<file path="src/pm_defs.svh">
// Offsets, reset values, field positions and codes of the port function mux.
// Assumes the extended register space carries 12-bit addresses and 8-bit data.
`ifndef PM_DEFS_SVH
`define PM_DEFS_SVH

// ==========================================================================
// Register offsets
`define PM_ADDR_W          12
`define PM_OFS_PF_KIND     12'h024
`define PM_OFS_PA_SEL_HI   12'h025
`define PM_OFS_PA_SEL_LO   12'h026
`define PM_OFS_PB_SEL_HI   12'h027
`define PM_OFS_PB_SEL_LO   12'h028
`define PM_OFS_PC_SEL_HI   12'h029
`define PM_OFS_PC_SEL_LO   12'h02A
`define PM_OFS_PG_DIR      12'h210
`define PM_OFS_PG_DATA     12'h211
`define PM_OFS_PG_PULL     12'h212

// ==========================================================================
// Reset values and implemented-bit masks
`define PM_RST_SEL         8'h00
`define PM_RST_PF_KIND     8'hF7
`define PM_RST_PG_DIR      6'h00
`define PM_RST_PG_DATA     6'h00
`define PM_RST_PG_PULL     6'h3F
`define PM_MASK_PA_HI      8'hF8
`define PM_MASK_PA_LO      8'hE2
`define PM_MASK_PF_KIND    8'hF7

// ==========================================================================
// Field positions and selection codes
`define PM_PA7_LSB         6
`define PM_PA6_LSB         4
`define PM_PA5_BIT         3
`define PM_PA3_LSB         6
`define PM_PA2_BIT         5
`define PM_PA0_BIT         1
`define PM_PF_IN_ONLY_BIT  3
`define PM_SEL_GPIO        2'h0
`define PM_SEL_ALT1        2'h1
`define PM_SEL_ALT2        2'h2
`define PM_SEL_ALT3        2'h3

`endif

</file>
<file path="src/pm_pkg.sv">
// Types shared by the port function mux and its users.
// Assumes pm_defs.svh is on the include path.
`include "pm_defs.svh"

package pm_pkg;

    // ======================================================================
    // Pin routing
    typedef enum logic [2:0] {
        PM_RT_GPIO,
        PM_RT_ALT1,
        PM_RT_ALT2,
        PM_RT_ALT3,
        PM_RT_CLAIM,
        PM_RT_NONE
    } pm_route_e;

    typedef struct packed {
        pm_route_e [7:0] pin;
    } pm_port_route_s;

    typedef struct packed {
        logic sub_xtal;
        logic main_xtal;
        logic i2c_scl_pe7;
        logic uart0_tx_b_pc0;
        logic uart0_rx_a_pb0;
    } pm_claim_s;

    // ======================================================================
    // Extended register space access
    typedef struct packed {
        logic                     wr;
        logic                     rd;
        logic [`PM_ADDR_W-1:0]    addr;
        logic [7:0]               wdata;
    } pm_xfr_req_s;

endpackage : pm_pkg

</file>
<file path="src/pm_port_mux.sv">
// Port A/B/C function selection, port G GPIO and port F output kind.
// Assumes a core that writes and reads the extended register space.
`timescale 1ns/1ps
`include "pm_defs.svh"

module pm_port_mux #(
    parameter int PG_W = 6
) (
    // Clock and reset
    input  wire logic                   i_sys_clk,
    input  wire logic                   i_rst_n,
    // Extended register space
    input  wire pm_pkg::pm_xfr_req_s    i_xfr,
    output logic [7:0]                  o_xfr_rdata,
    // Port G pins
    input  wire logic [PG_W-1:0]        i_pg_pin,
    output logic [PG_W-1:0]             o_pg_out,
    output logic [PG_W-1:0]             o_pg_oe,
    output logic [PG_W-1:0]             o_pg_pullup_en,
    // Port F output kind
    output logic [7:0]                  o_pf_output_kind_bits,
    // Pin routing
    output pm_pkg::pm_port_route_s      o_pa_route,
    output pm_pkg::pm_port_route_s      o_pb_route,
    output pm_pkg::pm_port_route_s      o_pc_route,
    output pm_pkg::pm_claim_s           o_claim
);
    import pm_pkg::*;

    // ======================================================================
    // Register state
    logic [7:0]      pa_hi_r, pa_lo_r, pb_hi_r, pb_lo_r, pc_hi_r, pc_lo_r;
    logic [7:0]      pf_kind_r;
    logic [PG_W-1:0] port_g_direction_bits;
    logic [PG_W-1:0] port_g_pin_data_bits;
    logic [PG_W-1:0] port_g_pullup_off_bits;
    logic [PG_W-1:0] pg_s1_r, pg_s2_r, pg_s3_r, pg_in_r;
    logic [7:0]      rdata_nxt;

    function automatic logic wr_at(input logic [`PM_ADDR_W-1:0] a);
        return i_xfr.wr && (i_xfr.addr == a);
    endfunction : wr_at

    function automatic pm_route_e route_of(input logic [1:0] code,
                                           input logic [3:0] resv);
        pm_route_e r;
        r = PM_RT_NONE;
        if (!resv[code]) begin
            case (code)
                `PM_SEL_ALT1: r = PM_RT_ALT1;
                `PM_SEL_ALT2: r = PM_RT_ALT2;
                `PM_SEL_ALT3: r = PM_RT_ALT3;
                default:      r = PM_RT_GPIO;
            endcase
        end
        return r;
    endfunction : route_of

    // ======================================================================
    // Selection registers; claimed partner fields keep their stored value
    always_ff @(posedge i_sys_clk or negedge i_rst_n) begin
        if (!i_rst_n) begin
            pa_hi_r <= `PM_RST_SEL;
            pa_lo_r <= `PM_RST_SEL;
            pb_hi_r <= `PM_RST_SEL;
            pb_lo_r <= `PM_RST_SEL;
            pc_hi_r <= `PM_RST_SEL;
            pc_lo_r <= `PM_RST_SEL;
        end else begin
            if (wr_at(`PM_OFS_PA_SEL_HI)) pa_hi_r <= i_xfr.wdata & `PM_MASK_PA_HI;
            if (wr_at(`PM_OFS_PA_SEL_LO)) pa_lo_r <= i_xfr.wdata & `PM_MASK_PA_LO;
            if (wr_at(`PM_OFS_PB_SEL_HI)) pb_hi_r <= i_xfr.wdata;
            if (wr_at(`PM_OFS_PB_SEL_LO)) pb_lo_r <= i_xfr.wdata;
            if (wr_at(`PM_OFS_PC_SEL_HI)) pc_hi_r <= i_xfr.wdata;
            if (wr_at(`PM_OFS_PC_SEL_LO)) pc_lo_r <= i_xfr.wdata;
        end
    end

    // ======================================================================
    // Port F output kind; pin 3 held at open-drain
    always_ff @(posedge i_sys_clk or negedge i_rst_n) begin
        if (!i_rst_n) begin
            pf_kind_r <= `PM_RST_PF_KIND;
        end else if (wr_at(`PM_OFS_PF_KIND)) begin
            pf_kind_r <= i_xfr.wdata & `PM_MASK_PF_KIND;
        end
    end
    assign o_pf_output_kind_bits = pf_kind_r;

    // ======================================================================
    // Port G registers
    always_ff @(posedge i_sys_clk or negedge i_rst_n) begin
        if (!i_rst_n) begin
            port_g_direction_bits  <= `PM_RST_PG_DIR;
            port_g_pin_data_bits   <= `PM_RST_PG_DATA;
            port_g_pullup_off_bits <= `PM_RST_PG_PULL;
        end else begin
            if (wr_at(`PM_OFS_PG_DIR))
                port_g_direction_bits <= i_xfr.wdata[PG_W-1:0];
            if (wr_at(`PM_OFS_PG_DATA))
                port_g_pin_data_bits <= i_xfr.wdata[PG_W-1:0];
            if (wr_at(`PM_OFS_PG_PULL))
                port_g_pullup_off_bits <= i_xfr.wdata[PG_W-1:0];
        end
    end
    assign o_pg_oe        = port_g_direction_bits;
    assign o_pg_out       = port_g_pin_data_bits;
    assign o_pg_pullup_en = ~port_g_pullup_off_bits;

    // Pin sampling; value moves only when stages two and three agree
    always_ff @(posedge i_sys_clk or negedge i_rst_n) begin
        if (!i_rst_n) begin
            pg_s1_r <= '0;
            pg_s2_r <= '0;
            pg_s3_r <= '0;
            pg_in_r <= '0;
        end else begin
            pg_s1_r <= i_pg_pin;
            pg_s2_r <= pg_s1_r;
            pg_s3_r <= pg_s2_r;
            for (int i = 0; i < PG_W; i++) begin
                if (pg_s2_r[i] == pg_s3_r[i])
                    pg_in_r[i] <= pg_s3_r[i];
            end
        end
    end

    // ======================================================================
    // Read port, answer one cycle after the read strobe
    always_comb begin
        rdata_nxt = 8'h00;
        case (i_xfr.addr)
            `PM_OFS_PF_KIND:   rdata_nxt = pf_kind_r;
            `PM_OFS_PA_SEL_HI: rdata_nxt = pa_hi_r;
            `PM_OFS_PA_SEL_LO: rdata_nxt = pa_lo_r;
            `PM_OFS_PB_SEL_HI: rdata_nxt = pb_hi_r;
            `PM_OFS_PB_SEL_LO: rdata_nxt = pb_lo_r;
            `PM_OFS_PC_SEL_HI: rdata_nxt = pc_hi_r;
            `PM_OFS_PC_SEL_LO: rdata_nxt = pc_lo_r;
            `PM_OFS_PG_DIR:    rdata_nxt = {2'h0, port_g_direction_bits};
            `PM_OFS_PG_DATA:   rdata_nxt = {2'h0, pg_in_r};
            `PM_OFS_PG_PULL:   rdata_nxt = {2'h0, port_g_pullup_off_bits};
            default:           rdata_nxt = 8'h00;
        endcase
    end

    always_ff @(posedge i_sys_clk or negedge i_rst_n) begin
        if (!i_rst_n)
            o_xfr_rdata <= 8'h00;
        else if (i_xfr.rd)
            o_xfr_rdata <= rdata_nxt;
    end

    // ======================================================================
    // Partner claims
    pm_claim_s claim_nxt;
    always_comb begin
        claim_nxt.sub_xtal       = pa_hi_r[`PM_PA5_BIT];
        claim_nxt.main_xtal      = pa_lo_r[`PM_PA2_BIT];
        claim_nxt.i2c_scl_pe7    = pa_lo_r[`PM_PA3_LSB+:2] == `PM_SEL_ALT1;
        claim_nxt.uart0_tx_b_pc0 = pb_hi_r[7:6] == `PM_SEL_ALT1;
        claim_nxt.uart0_rx_a_pb0 = pb_lo_r[3:2] == `PM_SEL_ALT1;
    end

    // ======================================================================
    // Port A routing
    pm_port_route_s pa_nxt, pb_nxt, pc_nxt;
    always_comb begin
        pa_nxt.pin[7] = route_of(pa_hi_r[`PM_PA7_LSB+:2], 4'h0);
        pa_nxt.pin[6] = route_of(pa_hi_r[`PM_PA6_LSB+:2], 4'h8);
        pa_nxt.pin[5] = claim_nxt.sub_xtal ? PM_RT_ALT1 : PM_RT_GPIO;
        pa_nxt.pin[4] = claim_nxt.sub_xtal ? PM_RT_CLAIM : PM_RT_GPIO;
        pa_nxt.pin[3] = route_of(pa_lo_r[`PM_PA3_LSB+:2], 4'h0);
        pa_nxt.pin[2] = claim_nxt.main_xtal ? PM_RT_ALT1 : PM_RT_GPIO;
        pa_nxt.pin[1] = claim_nxt.main_xtal ? PM_RT_CLAIM : PM_RT_GPIO;
        pa_nxt.pin[0] = pa_lo_r[`PM_PA0_BIT] ? PM_RT_ALT1 : PM_RT_GPIO;
    end

    // ======================================================================
    // Port B and C routing, one field per pin
    logic [15:0] pb_fields, pc_fields;
    assign pb_fields = {pb_hi_r, pb_lo_r};
    assign pc_fields = {pc_hi_r, pc_lo_r};

    for (genvar g = 0; g < 8; g++) begin : g_bc
        localparam logic [3:0] PC_RESV = (g == 0) ? 4'h2 : 4'h8;
        always_comb begin
            if (g == 0 && claim_nxt.uart0_rx_a_pb0)
                pb_nxt.pin[g] = PM_RT_CLAIM;
            else
                pb_nxt.pin[g] = route_of(pb_fields[2*g+:2], 4'h0);
            if (g == 0 && claim_nxt.uart0_tx_b_pc0)
                pc_nxt.pin[g] = PM_RT_CLAIM;
            else
                pc_nxt.pin[g] = route_of(pc_fields[2*g+:2], PC_RESV);
        end
    end

    always_ff @(posedge i_sys_clk or negedge i_rst_n) begin
        if (!i_rst_n) begin
            o_pa_route <= '0;
            o_pb_route <= '0;
            o_pc_route <= '0;
            o_claim    <= '0;
        end else begin
            o_pa_route <= pa_nxt;
            o_pb_route <= pb_nxt;
            o_pc_route <= pc_nxt;
            o_claim    <= claim_nxt;
        end
    end
endmodule : pm_port_mux

</file>
<file path="config.mk">
export PLATFORM = sky130hd
export DESIGN_NAME = pm_port_mux
export DESIGN_NICKNAME = d
export VERILOG_FILES = /design/src/pm_pkg.sv /design/src/pm_port_mux.sv
export VERILOG_INCLUDE_DIRS = /design/src
export SDC_FILE = /design/constraint.sdc
export NUM_CORES = 1
export LEC_CHECK = 0
export BUFFER_PORTS_ARGS = -buffer_cell sky130_fd_sc_hd__buf_2
export CAP_MARGIN = 20
export CORE_MARGIN = 3
export CORE_UTILIZATION = 30
export DETAILED_ROUTE_END_ITERATION = 10
export PLACE_DENSITY = 0.58
export SYNTH_ARGS = -nofsm -noshare
export SYNTH_HDL_FRONTEND = slang
export SYNTH_SLANG_ARGS = --single-unit
</file>
<file path="constraint.sdc">
create_clock -name i_sys_clk -period 1.7 [get_ports i_sys_clk]
set_clock_uncertainty 0.15 [all_clocks]
set_input_delay 0.17 -clock i_sys_clk [delete_from_list [all_inputs] [get_ports i_sys_clk]]
set_output_delay 0.17 -clock i_sys_clk [all_outputs]
set_load 0.02 [all_outputs]
</file>
==> summary.md, run 1 <==
| Metric | Value |
|---|---|
| DR DRC count | 0 |
| Critical Path Fanout Max | 3 |
| Core Area | between 0.015 and 0.02 mm^2 |
| Synth Flop Type | dfrtp_1 |
| Register bit count reported by yosys | approximately 150 |
| Peak Freq | 615.9 MHz |
| GRT Overall Usage | 0.1449 |
| P_leak | 4.110 nW |
| Flop2flop setup slack | 0.08 ns |
| Syn Inst Count | roughly 440 |
| Share of the synthesized area in the top cell type | 0.5695 |
| Sequential Power Share | 0.446 |
| Post-synth EDFFs | 0 |
| Die Area | about 0.022 mm^2 |
| Share of total power in the clock network | 0.501 |
| Synth warn | 0 |
| Crit path DAT | 1.76 ns |
| Fin area | 0.007928 mm^2 |
| Initial Util | 0.3085 |
| Layout area overhead | 30.75% |
| Largest cells by area after synthesis | dfrtp_1 (57%), mux2_2 (11%), dfstp_2 (5.6%) |
| Worst endpoint required time | about 1.8 ns |
| Antenna violations before repair | 2 |
| CP startpoint kind | flop |
| Slew Viols, Final | 0 |
| Setup repair after global routing missed its margin | no |
| Setup CP Type | flop to flop |
| Setup TNS | 0 ns |
| Final Core Density | 0.4034 |
| Via total after detailed routing | about 3.9k |
| HP Class | primary input to flop |
| Initial DRC count | around 250 |
| Largest net degree at the start of global routing | 51 |
| First drt pass iteration count | 4 |
| Longest Clk Path Bufs | 2 |
| Placed insts | 824 |
| Clock Latency Late Sink | about 0.42 ns |
| Worst VDD drop | ~0.66 mV |
| Psw | 1.778 mW |
| # diodes | 0 |
| Crit path time final | about 1.6 ns |
| Max_slew headroom | 0.5930 |
| Synth Area per Inst | 13.72 um^2 |
| CTS H-Tree Depth | 4 |
| Async set-reset flop share out of synthesis | 1.000 |
| Max-Cap Viols | 0 |
| Area of the multi-input gates | about 0.0019 mm^2 |
| Root buf cell | clkbuf_16 |
| Fin nets | ~620 |
| Tcrit/Tclk final | 0.9551 |
| PD cells | between 1000 and 1500 mW/mm^2 |
| Internal power | 6.449 mW |
| Hold Startpoint | i_xfr[21] |
| Final hold slack | approximately 0.085 ns |
| Finished Layout Cells | a little under 900 |
| Commonest non-fill, non-tap cell in the layout | dfrtp_1 |
| Hpwl dp | ~12 mm |
| Crit end category | flop |
| Post-DP Area | just over 0.007 mm^2 |
| WL/cell | 17.93 um |
| R2R Path Start | pa_lo_r[5] |
| Reg area | ~0.0038 mm^2 |
| TritonCTS clock tree | yes |
| Final Setup Violations | 0 |
| Final Hold Fails | 0 |
| Slew at the pin closest to its max-slew limit | ~0.61 ns |
| Post-synth top area cell | dfrtp_1 |
| Post-synthesis sequential area ratio | 0.6259 |
| Routed Antenna Nets | 0 |
| Fill cell count | ~1.9k |
| Hold Path End | pa_lo_r[1] |
| Row cnt | between 50 and 60 |
| Inserted Clock Buffers | 17 |
| Ratio of cells with drive above 1 in the final layout | 0.4703 |
| Status | finished clean |
| RR Endpoint | o_xfr_rdata[5] |
| Switching fraction of total power | 0.2161 |
| Vias in the first global route | ~4.2k |
| Gp weighted congestion | 0.8492 |
| Via-to-Cell Ratio | roughly 4.5 |
| Combinational share of power | 0.053 |
| Drt total wl | ~16 mm |
| Unique masters post-synth | 53 |
| Synthesized cell area | slightly above 0.006 mm^2 |
| Boundary Pins | 141 |
| Worst hold path depth | 3 |
| Clock slew at reported path FFs | 0.07 ns |
| Die Y | around 150 um |
| First-pass GRT wire length | between 20 and 25 mm |
| Die X | ~150 um |
| PortBufs | 120 |
| Global route total overflow | 0 |
| Commonest non-fill, non-tap cells in the layout | dfrtp_1 (138), buf_2 (119), mux2_2 (60) |
| R2R cell count | 3 |
| Setup bufs post-CTS | 0 |
| CTS sink cnt | 151 |
## final cells by class
| class | count | area share |
|---|---|---|
| multi-input combinational | 232 | 0.2446 |
| sequential | 151 | 0.4787 |
| clock inverter | 11 | 0.02494 |
| tap | 265 | 0.04182 |
| inverter | 12 | 0.005682 |
| timing repair buffer | 180 | 0.1479 |
| clock buffer | 20 | 0.05634 |
## flip-flops by register name, summed over array words and instances (netlist names), 5 cells and up
signal                  count
o_pg_oe                     6
o_pf_output_kind_bits       7
o_xfr_rdata                 8
pc_lo_r                     8
pg_in_r                     6
port_g_pullup_off_bits      6
pb_lo_r                     8
pa_hi_r                     5
o_pb_route                 16
o_pc_route                 24
o_pa_route                  9
o_pg_out                    6
pc_hi_r                     8
pb_hi_r                     8
pg_s2_r                     6
pg_s3_r                     6
pg_s1_r                     6
## worst max-delay path by stage
stage | start | endpoint | slack [ns] | cells after the start
2_1_floorplan | i_xfr[14] | o_pg_out[0] | 0.0004 | 6
6_report | pa_lo_r[5] | o_xfr_rdata[5] | 0.08 | 3
4_1_cts | pa_lo_r[5] | o_xfr_rdata[5] | 0.06 | 3
3_3_place_gp | i_xfr[14] | o_pg_out[0] | -0.27 | 5
3_5_place_dp | i_xfr[14] | o_pg_out[0] | -0.32 | 5
5_1_grt | i_xfr[14] | o_pg_out[0] | 0.002 | 5
## cells in the mapped netlist, types with 2 or more instances
library cell / count
a211oi_1: 3
a22oi_1: 4
buf_4: 28
nor2_2: 2
nand3_2: 2
nor2b_1: 13
a32o_1: 2
a21boi_0: 2
o2bb2ai_1: 6
a32oi_1: 2
nor2_1: 4
a22o_1: 6
nand3_4: 5
mux2_2: 60
dfstp_2: 13
o211ai_1: 2
clkbuf_1: 29
maj3_1: 6
buf_2: 7
nand2_1: 13
nand3_1: 9
nand2b_1: 4
nor4_1: 2
a221oi_1: 3
nand4_1: 2
and2_1: 13
mux2i_1: 11
a41oi_1: 3
inv_1: 12
o21ai_0: 13
and3_1: 2
dfrtp_1: 138
## power groups by stage
| stage | combinational [mW] | sequential [mW] | clock (mW) |
|---|---|---|---|
| floorplan | 0.190 | 3.74 | 0 |
| global placement | 0.398 | 3.73 | 0 |
| detailed placement | 0.409 | 3.74 | 0 |
| CTS | 0.440 | 3.67 | 4.23 |
| global route | 0.476 | 3.68 | 4.38 |
| finish | 0.434 | 3.67 | 4.12 |
## repair_timing
item	in CTS	in global routing
gates resized for setup	0	2
endpoints found under the setup margin	0	1
endpoints found under the hold margin	185	0
hold buffers	16	0
## worst max-delay path, cell delays in order, from the launching register on
cell and delay (ns):
dfrtp_1 0.40, mux4_2 0.49, a221oi_1 0.35, o2bb2ai_1 0.11
## cells by family (layout without fill, tap and decap cells)
family / after synthesis / in the layout / share of synthesized area
other cells: 1 / 20 / 0.0006185
simple gates: 81 / 81 / 0.09595
buf+inv: 78 / 223 / 0.06830
mux: 73 / 73 / 0.1352
compound gates: 52 / 52 / 0.06418
flops: 151 / 151 / 0.6259
fa+ha+maj: 6 / 6 / 0.009905
## per-stage QoR
step / power [mW] / setup slack [ns]
after detailed placement: 4.145 / -0.3180
after floorplan: 3.927 / 0.0003754
after global placement: 4.132 / -0.2720
after CTS: 8.346 / 0.06472
final: 8.227 / 0.07636
after global routing: 8.536 / 0.002106
## layer usage
layer | vias up | wire length, um | track usage
met1 | 1984 | 6631 | 0.1820
met3 | 17 | 1126 | 0.05302
li1 | 1794 | - | -
met5 | - | 21 | 0
met2 | 119 | 7671 | 0.2391
met4 | 4 | 170 | 0.03603
Note: power is estimated with default switching activity, not from simulation.
==> inputs of run 2 (changes only) <==
- CORE_ASPECT_RATIO: unset -> 0.9
- CTS_BUF_LIST: unset -> sky130_fd_sc_hd__clkbuf_4
==> run 2 against run 1 <==
  * Count of clock-buffer cells in the layout did not move
  * Critical path depth fell by 1
  * Routed wire length fell by 2.2%
==> summary.md, run 2 (synthesized netlist as in run 1, its figures left out) <==
| Metric | Value |
|---|---|
| First drt pass iteration count | 4 (unchanged) |
| Final Setup Violations | 0 (unchanged) |
| Most flop-heavy register | o_pc_route |
| Fin nets | 633 (+1.4%) |
| Clock Latency Late Sink | 0.53 ns (+0.11 ns) |
| Longest Clk Path Bufs | 2 (unchanged) |
| Final WS setup | 0.1022 ns (+0.02582 ns) |
| Crit end category | primary output |
| Crit-path max cell delay | 0.55 ns (+0.06 ns) |
| Final hold slack | 0.08816 ns (+0.003543 ns) |
| DR DRC count | 0 (unchanged) |
| Final Core Density | 0.3910 (-0.01240) |
| Fin area | 0.007631 mm^2 (-3.7%) |
| Crit path time final | 1.598 ns (-0.02582 ns) |
| GRT Overall Usage | 0.1417 (-0.003166) |
| Peak Freq | 625.9 MHz (+1.6%) |
| Crit path DAT | 1.28 ns (-0.48 ns) |
| Die Y | 140.9 um (-4.9%) |
| Core Area | 0.01952 mm^2 (-0.69%) |
| PnR Total Power | 6.498 mW (-21%) |
| CTS H-Tree Depth | 4 (unchanged) |
| Setup repair after global routing missed its margin | no |
| First-pass GRT wire length | 23.54 mm (-3.5%) |
| Final Hold Fails | 0 (unchanged) |
| Placed insts | 816 (-0.97%) |
| Initial DRC count | 176 (-30%) |
| Die X | 155.9 um (+5.2%) |
| Layout area overhead | 25.86% |
| WP buf/inv | 2 (+2) |
| Setup bufs post-CTS | 0 (unchanged) |
| Post-DP Area | 0.007137 mm^2 (+0.30%) |
| Max-Cap Viols | 0 (unchanged) |
| Slew at the pin closest to its max-slew limit | 0.7359 ns (+0.1267 ns) |
| Worst endpoint required time | 1.38 ns (-0.46 ns) |
| Routed Antenna Nets | 0 (unchanged) |
| Tcrit/Tclk final | 0.9399 (-0.01519) |
| Die Area | 0.02196 mm^2 (about the same) |
| P_leak | 4.013 nW (-2.4%) |
| Max_slew headroom | 0.5084 (-0.08466) |
| Vias in the first global route | 4,258 (+1.9%) |
| Finished Layout Cells | 866 (-0.57%) |
| Largest register FFs | 24 (unchanged) |
| Crit path cell chain | inv_1 -> buf_2 |
| Commonest non-fill, non-tap cells in the layout | dfrtp_1 (138), buf_2 (118), mux2_2 (60) |
| WL/cell | 17.63 um (-1.7%) |
| Via-to-Cell Ratio | 4.582 (+1.9%) |
| Global route total overflow | 0 (unchanged) |
| Hpwl dp | 11.60 mm (-0.44%) |
| Worst VDD drop | 0.3947 mV (-40%) |
| HP Class | primary input to flop |
| Row cnt | 48 (-5.9%) |
| Largest regs | o_pc_route (24), o_pb_route (16), o_pa_route (9) |
| Slew Viols, Final | 0 (unchanged) |
| Status | finished clean |
| Drt total wl | 15.27 mm (-2.2%) |
| Clock slew at reported path FFs | 0.11 ns (+0.04 ns) |
| Area of the multi-input gates | 0.001932 mm^2 (-0.39%) |
| CP startpoint kind | flop |
| # diodes | 0 (unchanged) |
| PD cells | 851.6 mW/mm^2 (-18%) |
| Critical Path Fanout Max | 2 (-1) |
| Boundary Pins | 141 (unchanged) |
| Fill cell count | 1,892 (-0.32%) |
| Family with the most delay on the worst path | flip-flops |
| Initial Util | 0.3106 (+0.002136) |
| Setup TNS | 0 ns (unchanged) |
| TritonCTS clock tree | yes |
| Setup CP Type | flop to primary output |
| CTS sink cnt | 151 (unchanged) |
| Inserted Clock Buffers | 17 (unchanged) |
| Via total after detailed routing | 3,968 (+1.3%) |
| Reg area | 0.003795 mm^2 (unchanged) |
| Root buf cell | clkbuf_4 |
| Ratio of cells with drive above 1 in the final layout | 0.4675 (-0.002765) |
| Commonest non-fill, non-tap cell in the layout | dfrtp_1 |
| Worst-path cell with the longest stage delay | dfstp_2 |
| Gp weighted congestion | 0.8924 (+5.1%) |
| Largest net degree at the start of global routing | 39 (-24%) |
| Place WS | -0.2932 ns (+0.02477 ns) |
| Antenna violations before repair | 0 (-2) |
| PortBufs | 120 (unchanged) |
[run 2: cell types whose count changed in the layout (fill, tap and decap cells not counted), moves of 5 or more]
cell,before,now
buf_4,38,46
clkbuf_4,0,20
clkinv_1,0,5
clkbuf_16,17,0
[run 2: path summary, 6_finish.rpt]
path                                            from  cells past startpoint  slack (ns)           endpoint
max reg2reg                               o_pg_oe[3]                      4        0.13     o_xfr_rdata[3]
max in group asynchronous                    i_rst_n                      4        0.29     o_xfr_rdata[6]
min                                         i_xfr[9]                      4        0.09     o_xfr_rdata[4]
min reg2reg                               pg_s1_r[5]                      0        0.21         pg_s2_r[5]
max                        port_g_pullup_off_bits[4]                      2        0.10  o_pg_pullup_en[4]
min in group asynchronous                    i_rst_n                      3        0.50         pb_hi_r[6]
[run 2: what timing repair did]
| action | in CTS | in global routing |
|---|---|---|
| setup endpoints to repair | 0 | 1 |
| endpoints found under the hold margin | 225 | 0 |
| hold buffers | 18 | 0 |
| gates resized for setup | 0 | 2 |
[run 2: worst register-to-register path, delay by kind of cell, from the launching register on]
family	cells	cell delay [ns]
muxes	1	0.17
AOI/OAI and AO/OA	3	0.67
DFF	1	0.43
[run 2: power breakdown]
group	total, mW	internal (mW)	switching [mW]
logic	0.452	0.169	0.282
clock network	2.38	1.19	1.19
registers	3.67	3.64	0.0252
total	6.50	5.00	1.50
[run 2: final cells by class]
| class | count | area share |
|---|---|---|
| clock buffer | 20 | 0.01968 |
| clock inverter | 12 | 0.02066 |
| inverter | 12 | 0.005903 |
| multi-input combinational | 232 | 0.2532 |
| sequential | 151 | 0.4973 |
| tap | 250 | 0.04099 |
| timing repair buffer | 189 | 0.1623 |
[run 2: layer usage]
layer  vias to the layer above  global-route usage  share of wire
met3                        15             0.03959          0.056
met1                      2003              0.1822           0.45
met2                       134              0.2344           0.48
met4                         0             0.04089          0.013
li1                       1816                   -              -
met5                         -                   0              0
==> inputs of run 3 (changes only) <==
- PLACE_DENSITY: 0.58 -> 0.59
- clock period: 1.7 -> 1.3 ns (I/O delays scaled with it)
==> run 3 against run 2 <==
  * The flow now finishes with violations (setup timing)
  * Critical path depth unchanged
  * Total power increased by 30%
  * Flip-flop and latch count unchanged
  * Utilization increased by 6.3 points
  * Die area unchanged
  * Clock power increased by 25%
  * Register-to-register slack got worse by 0.35 ns
  * Critical path type unchanged
==> summary.md, run 3 (synthesized netlist as in run 1, its figures left out) <==
| Metric | Value |
|---|---|
| Hpwl dp | 11.74 mm (+1.2%) |
| Longest Clk Path Bufs | 2 (unchanged) |
| Die Area | 0.02196 mm^2 (unchanged) |
| Commonest non-fill, non-tap cell in the layout | dfrtp_1 |
| Crit path cell chain | buf_6 -> buf_6 |
| Routed Antenna Nets | 0 (unchanged) |
| Max-Cap Viols | 0 (unchanged) |
| Inserted Clock Buffers | 17 (unchanged) |
| Largest net degree at the start of global routing | 42 (+7.7%) |
| CTS sink cnt | 151 (unchanged) |
| CP startpoint kind | flop |
| Crit end category | primary output |
| Setup CP Type | flop to primary output |
| Die Y | 140.9 um (unchanged) |
| DR DRC count | 0 (unchanged) |
| Row cnt | 48 (unchanged) |
| Uppermost routed layer | met4 |
| Metal2 WL | 8.232 mm (+12%) |
| P_leak | 4.349 nW (+8.4%) |
| PnR Total Power | 8.461 mW (+30%) |
| Final WS setup | -0.2788 ns (-0.3810 ns) |
| Worst-path cell with the longest stage delay | dfstp_2 |
| Setup TNS | -8.948 ns (-8.948 ns) |
| Largest register FFs | 24 (unchanged) |
| Crit path time final | roughly 1.6 ns |
| Commonest non-fill, non-tap cells in the layout | dfrtp_1 (135), buf_6 (102), buf_4 (84) |
| HP Class | primary input to flop |
| Core Area | 0.01952 mm^2 (unchanged) |
| Final Hold Fails | 0 (unchanged) |
| Crit-path max cell delay | 0.56 ns (about the same) |
| Vias in the first global route | 4,413 (+3.6%) |
| Failing checks | setup timing |
| Clock slew at reported path FFs | 0.12 ns (about the same) |
| Hold Path End | o_xfr_rdata[0] |
| Ratio of cells with drive above 1 in the final layout | 0.5646 (+0.09703) |
| GRT Overall Usage | 0.1483 (+0.006519) |
| Worst Setup SP | o_pf_output_kind_bits[4] |
| Slew Viols, Final | 0 (unchanged) |
| Most common cell on crit path | buf_6 |
| Global route total overflow | 0 (unchanged) |
| Layout area overhead | 46.12% |
| PortBufs | 120 (unchanged) |
| CTS H-Tree Depth | 4 (unchanged) |
| Root buf cell | clkbuf_4 |
| Via total after detailed routing | 4,182 (+5.4%) |
| First-pass GRT wire length | 24.59 mm (+4.5%) |
| Tcrit/Tclk final | 1.214 |
| Met3 wire length | 839 um (-1.5%) |
| Gp weighted congestion | 0.8550 (-4.2%) |
| Worst VDD drop | 0.5738 mV (+45%) |
| WL met1 | 6.926 mm (+1.2%) |
| Setup repair after global routing missed its margin | yes |
| Critical Path Fanout Max | 2 (unchanged) |
| First drt pass iteration count | 4 (unchanged) |
| Final Setup Violations | 99 (+99) |
| Most flop-heavy register | o_pc_route |
| Initial DRC count | 195 (+11%) |
| Boundary Pins | 141 (unchanged) |
| WP buf/inv | 2 (unchanged) |
| Worst hold path depth | 5 (+1) |
| Crit path DAT | 1.30 ns (+0.02 ns) |
| Worst endpoint required time | 1.02 ns (-0.36 ns) |
| Largest regs | o_pc_route (24), o_pb_route (16), o_pa_route (9) |
| Status | finished with violations |
| R2R Path Start | pb_hi_r[5] |
| Antenna violations before repair | 0 (unchanged) |
| Peak Freq | between 600 and 700 MHz |
| Family with the most delay on the worst path | flip-flops |
| TritonCTS clock tree | yes |
| Initial Util | 0.3106 (unchanged) |
| Via-to-Cell Ratio | 4.561 (-0.47%) |
| WL/cell | 17.66 um (+0.15%) |
| Flop2flop setup slack | -0.22 ns (-0.35 ns) |
| Hold Startpoint | i_xfr[9] |
| Drt total wl | 16.19 mm (+6.0%) |
| R2R cell count | 3 (-1) |
| Clock Latency Late Sink | 0.55 ns (+0.02 ns) |
| Fin nets | 683 (+7.9%) |
| RR Endpoint | o_xfr_rdata[5] |
| PD cells | 955.0 mW/mm^2 (+12%) |
| Final Core Density | 0.4539 (+0.06295) |
| Die X | 155.9 um (unchanged) |
run 3: changes by cell type in the layout (fill, tap and decap cells not counted), moves of 4 or more:
cell,change
buf_6,+100
buf_2,-91
buf_4,+38
mux2_4,+8
inv_1,-7
mux2_2,-7
inv_2,+6
clkinvlp_4,+5
mux2i_1,-5
o21ai_0,-4
run 3: where the power goes:
part | total (mW) | internal (mW) | switching (mW)
clock network | 2.97 | 1.33 | 1.64
registers | 4.80 | 4.76 | 0.0351
logic | 0.690 | 0.280 | 0.411
total | 8.46 | 6.37 | 2.09
run 3: area by class of cell:
type	count	area, um^2
fill	1741	10660
sequential	151	3799
timing repair buffer	239	2245
multi-input combinational	232	2161
tap	250	312.8
clock inverter	14	157.7
clock buffer	18	135.1
inverter	12	47.55
antenna	1	2.502
run 3: worst min-delay path: cells and delay by family:
kind	cells	cell delay [ns]
buf+inv	2	0.28
simple gates	2	0.19
compound gates	1	0.12
run 3: how the worst max path moves through the flow:
stage / endpoint / slack [ns] / cells after the start
after floorplan: o_pg_out[0] / -0.28 / 6
after global placement: o_pf_output_kind_bits[4] / -0.54 / 7
after detailed placement: o_pf_output_kind_bits[1] / -0.61 / 7
after CTS: o_pf_output_kind_bits[4] / -0.33 / 2
after global routing: o_pf_output_kind_bits[4] / -0.36 / 2
final: o_pf_output_kind_bits[4] / -0.28 / 2
run 3: timing repair:
action,4_1_cts,5_1_grt
resized for setup,210,19
endpoints found under the hold margin,228,0
buffers inserted,12,8
hold buffers,18,0
pin swaps,9,10
endpoints found under the setup margin,99,163
run 3: stage by stage:
stage / std cells / instance area (um^2) / setup WS (ns) / hold slack [ns]
CTS: 908 / 8706 / -0.3312 / 0.002248
detailed placement: 846 / 7490 / -0.6053 / -0.1240
global route: 916 / 8857 / -0.3574 / 0.02900
floorplan: 461 / 6282 / -0.2832 / -0.3156
finish: 917 / 8860 / -0.2788 / 0.07383
global placement: 846 / 7490 / -0.5429 / -0.1277
run 3: layer usage:
layer / GRT usage / vias up
li1: - / 1922
met2: 0.2472 / 126
met4: 0.04089 / 0
met3: 0.03530 / 17
met5: 0 / -
met1: 0.1936 / 2117
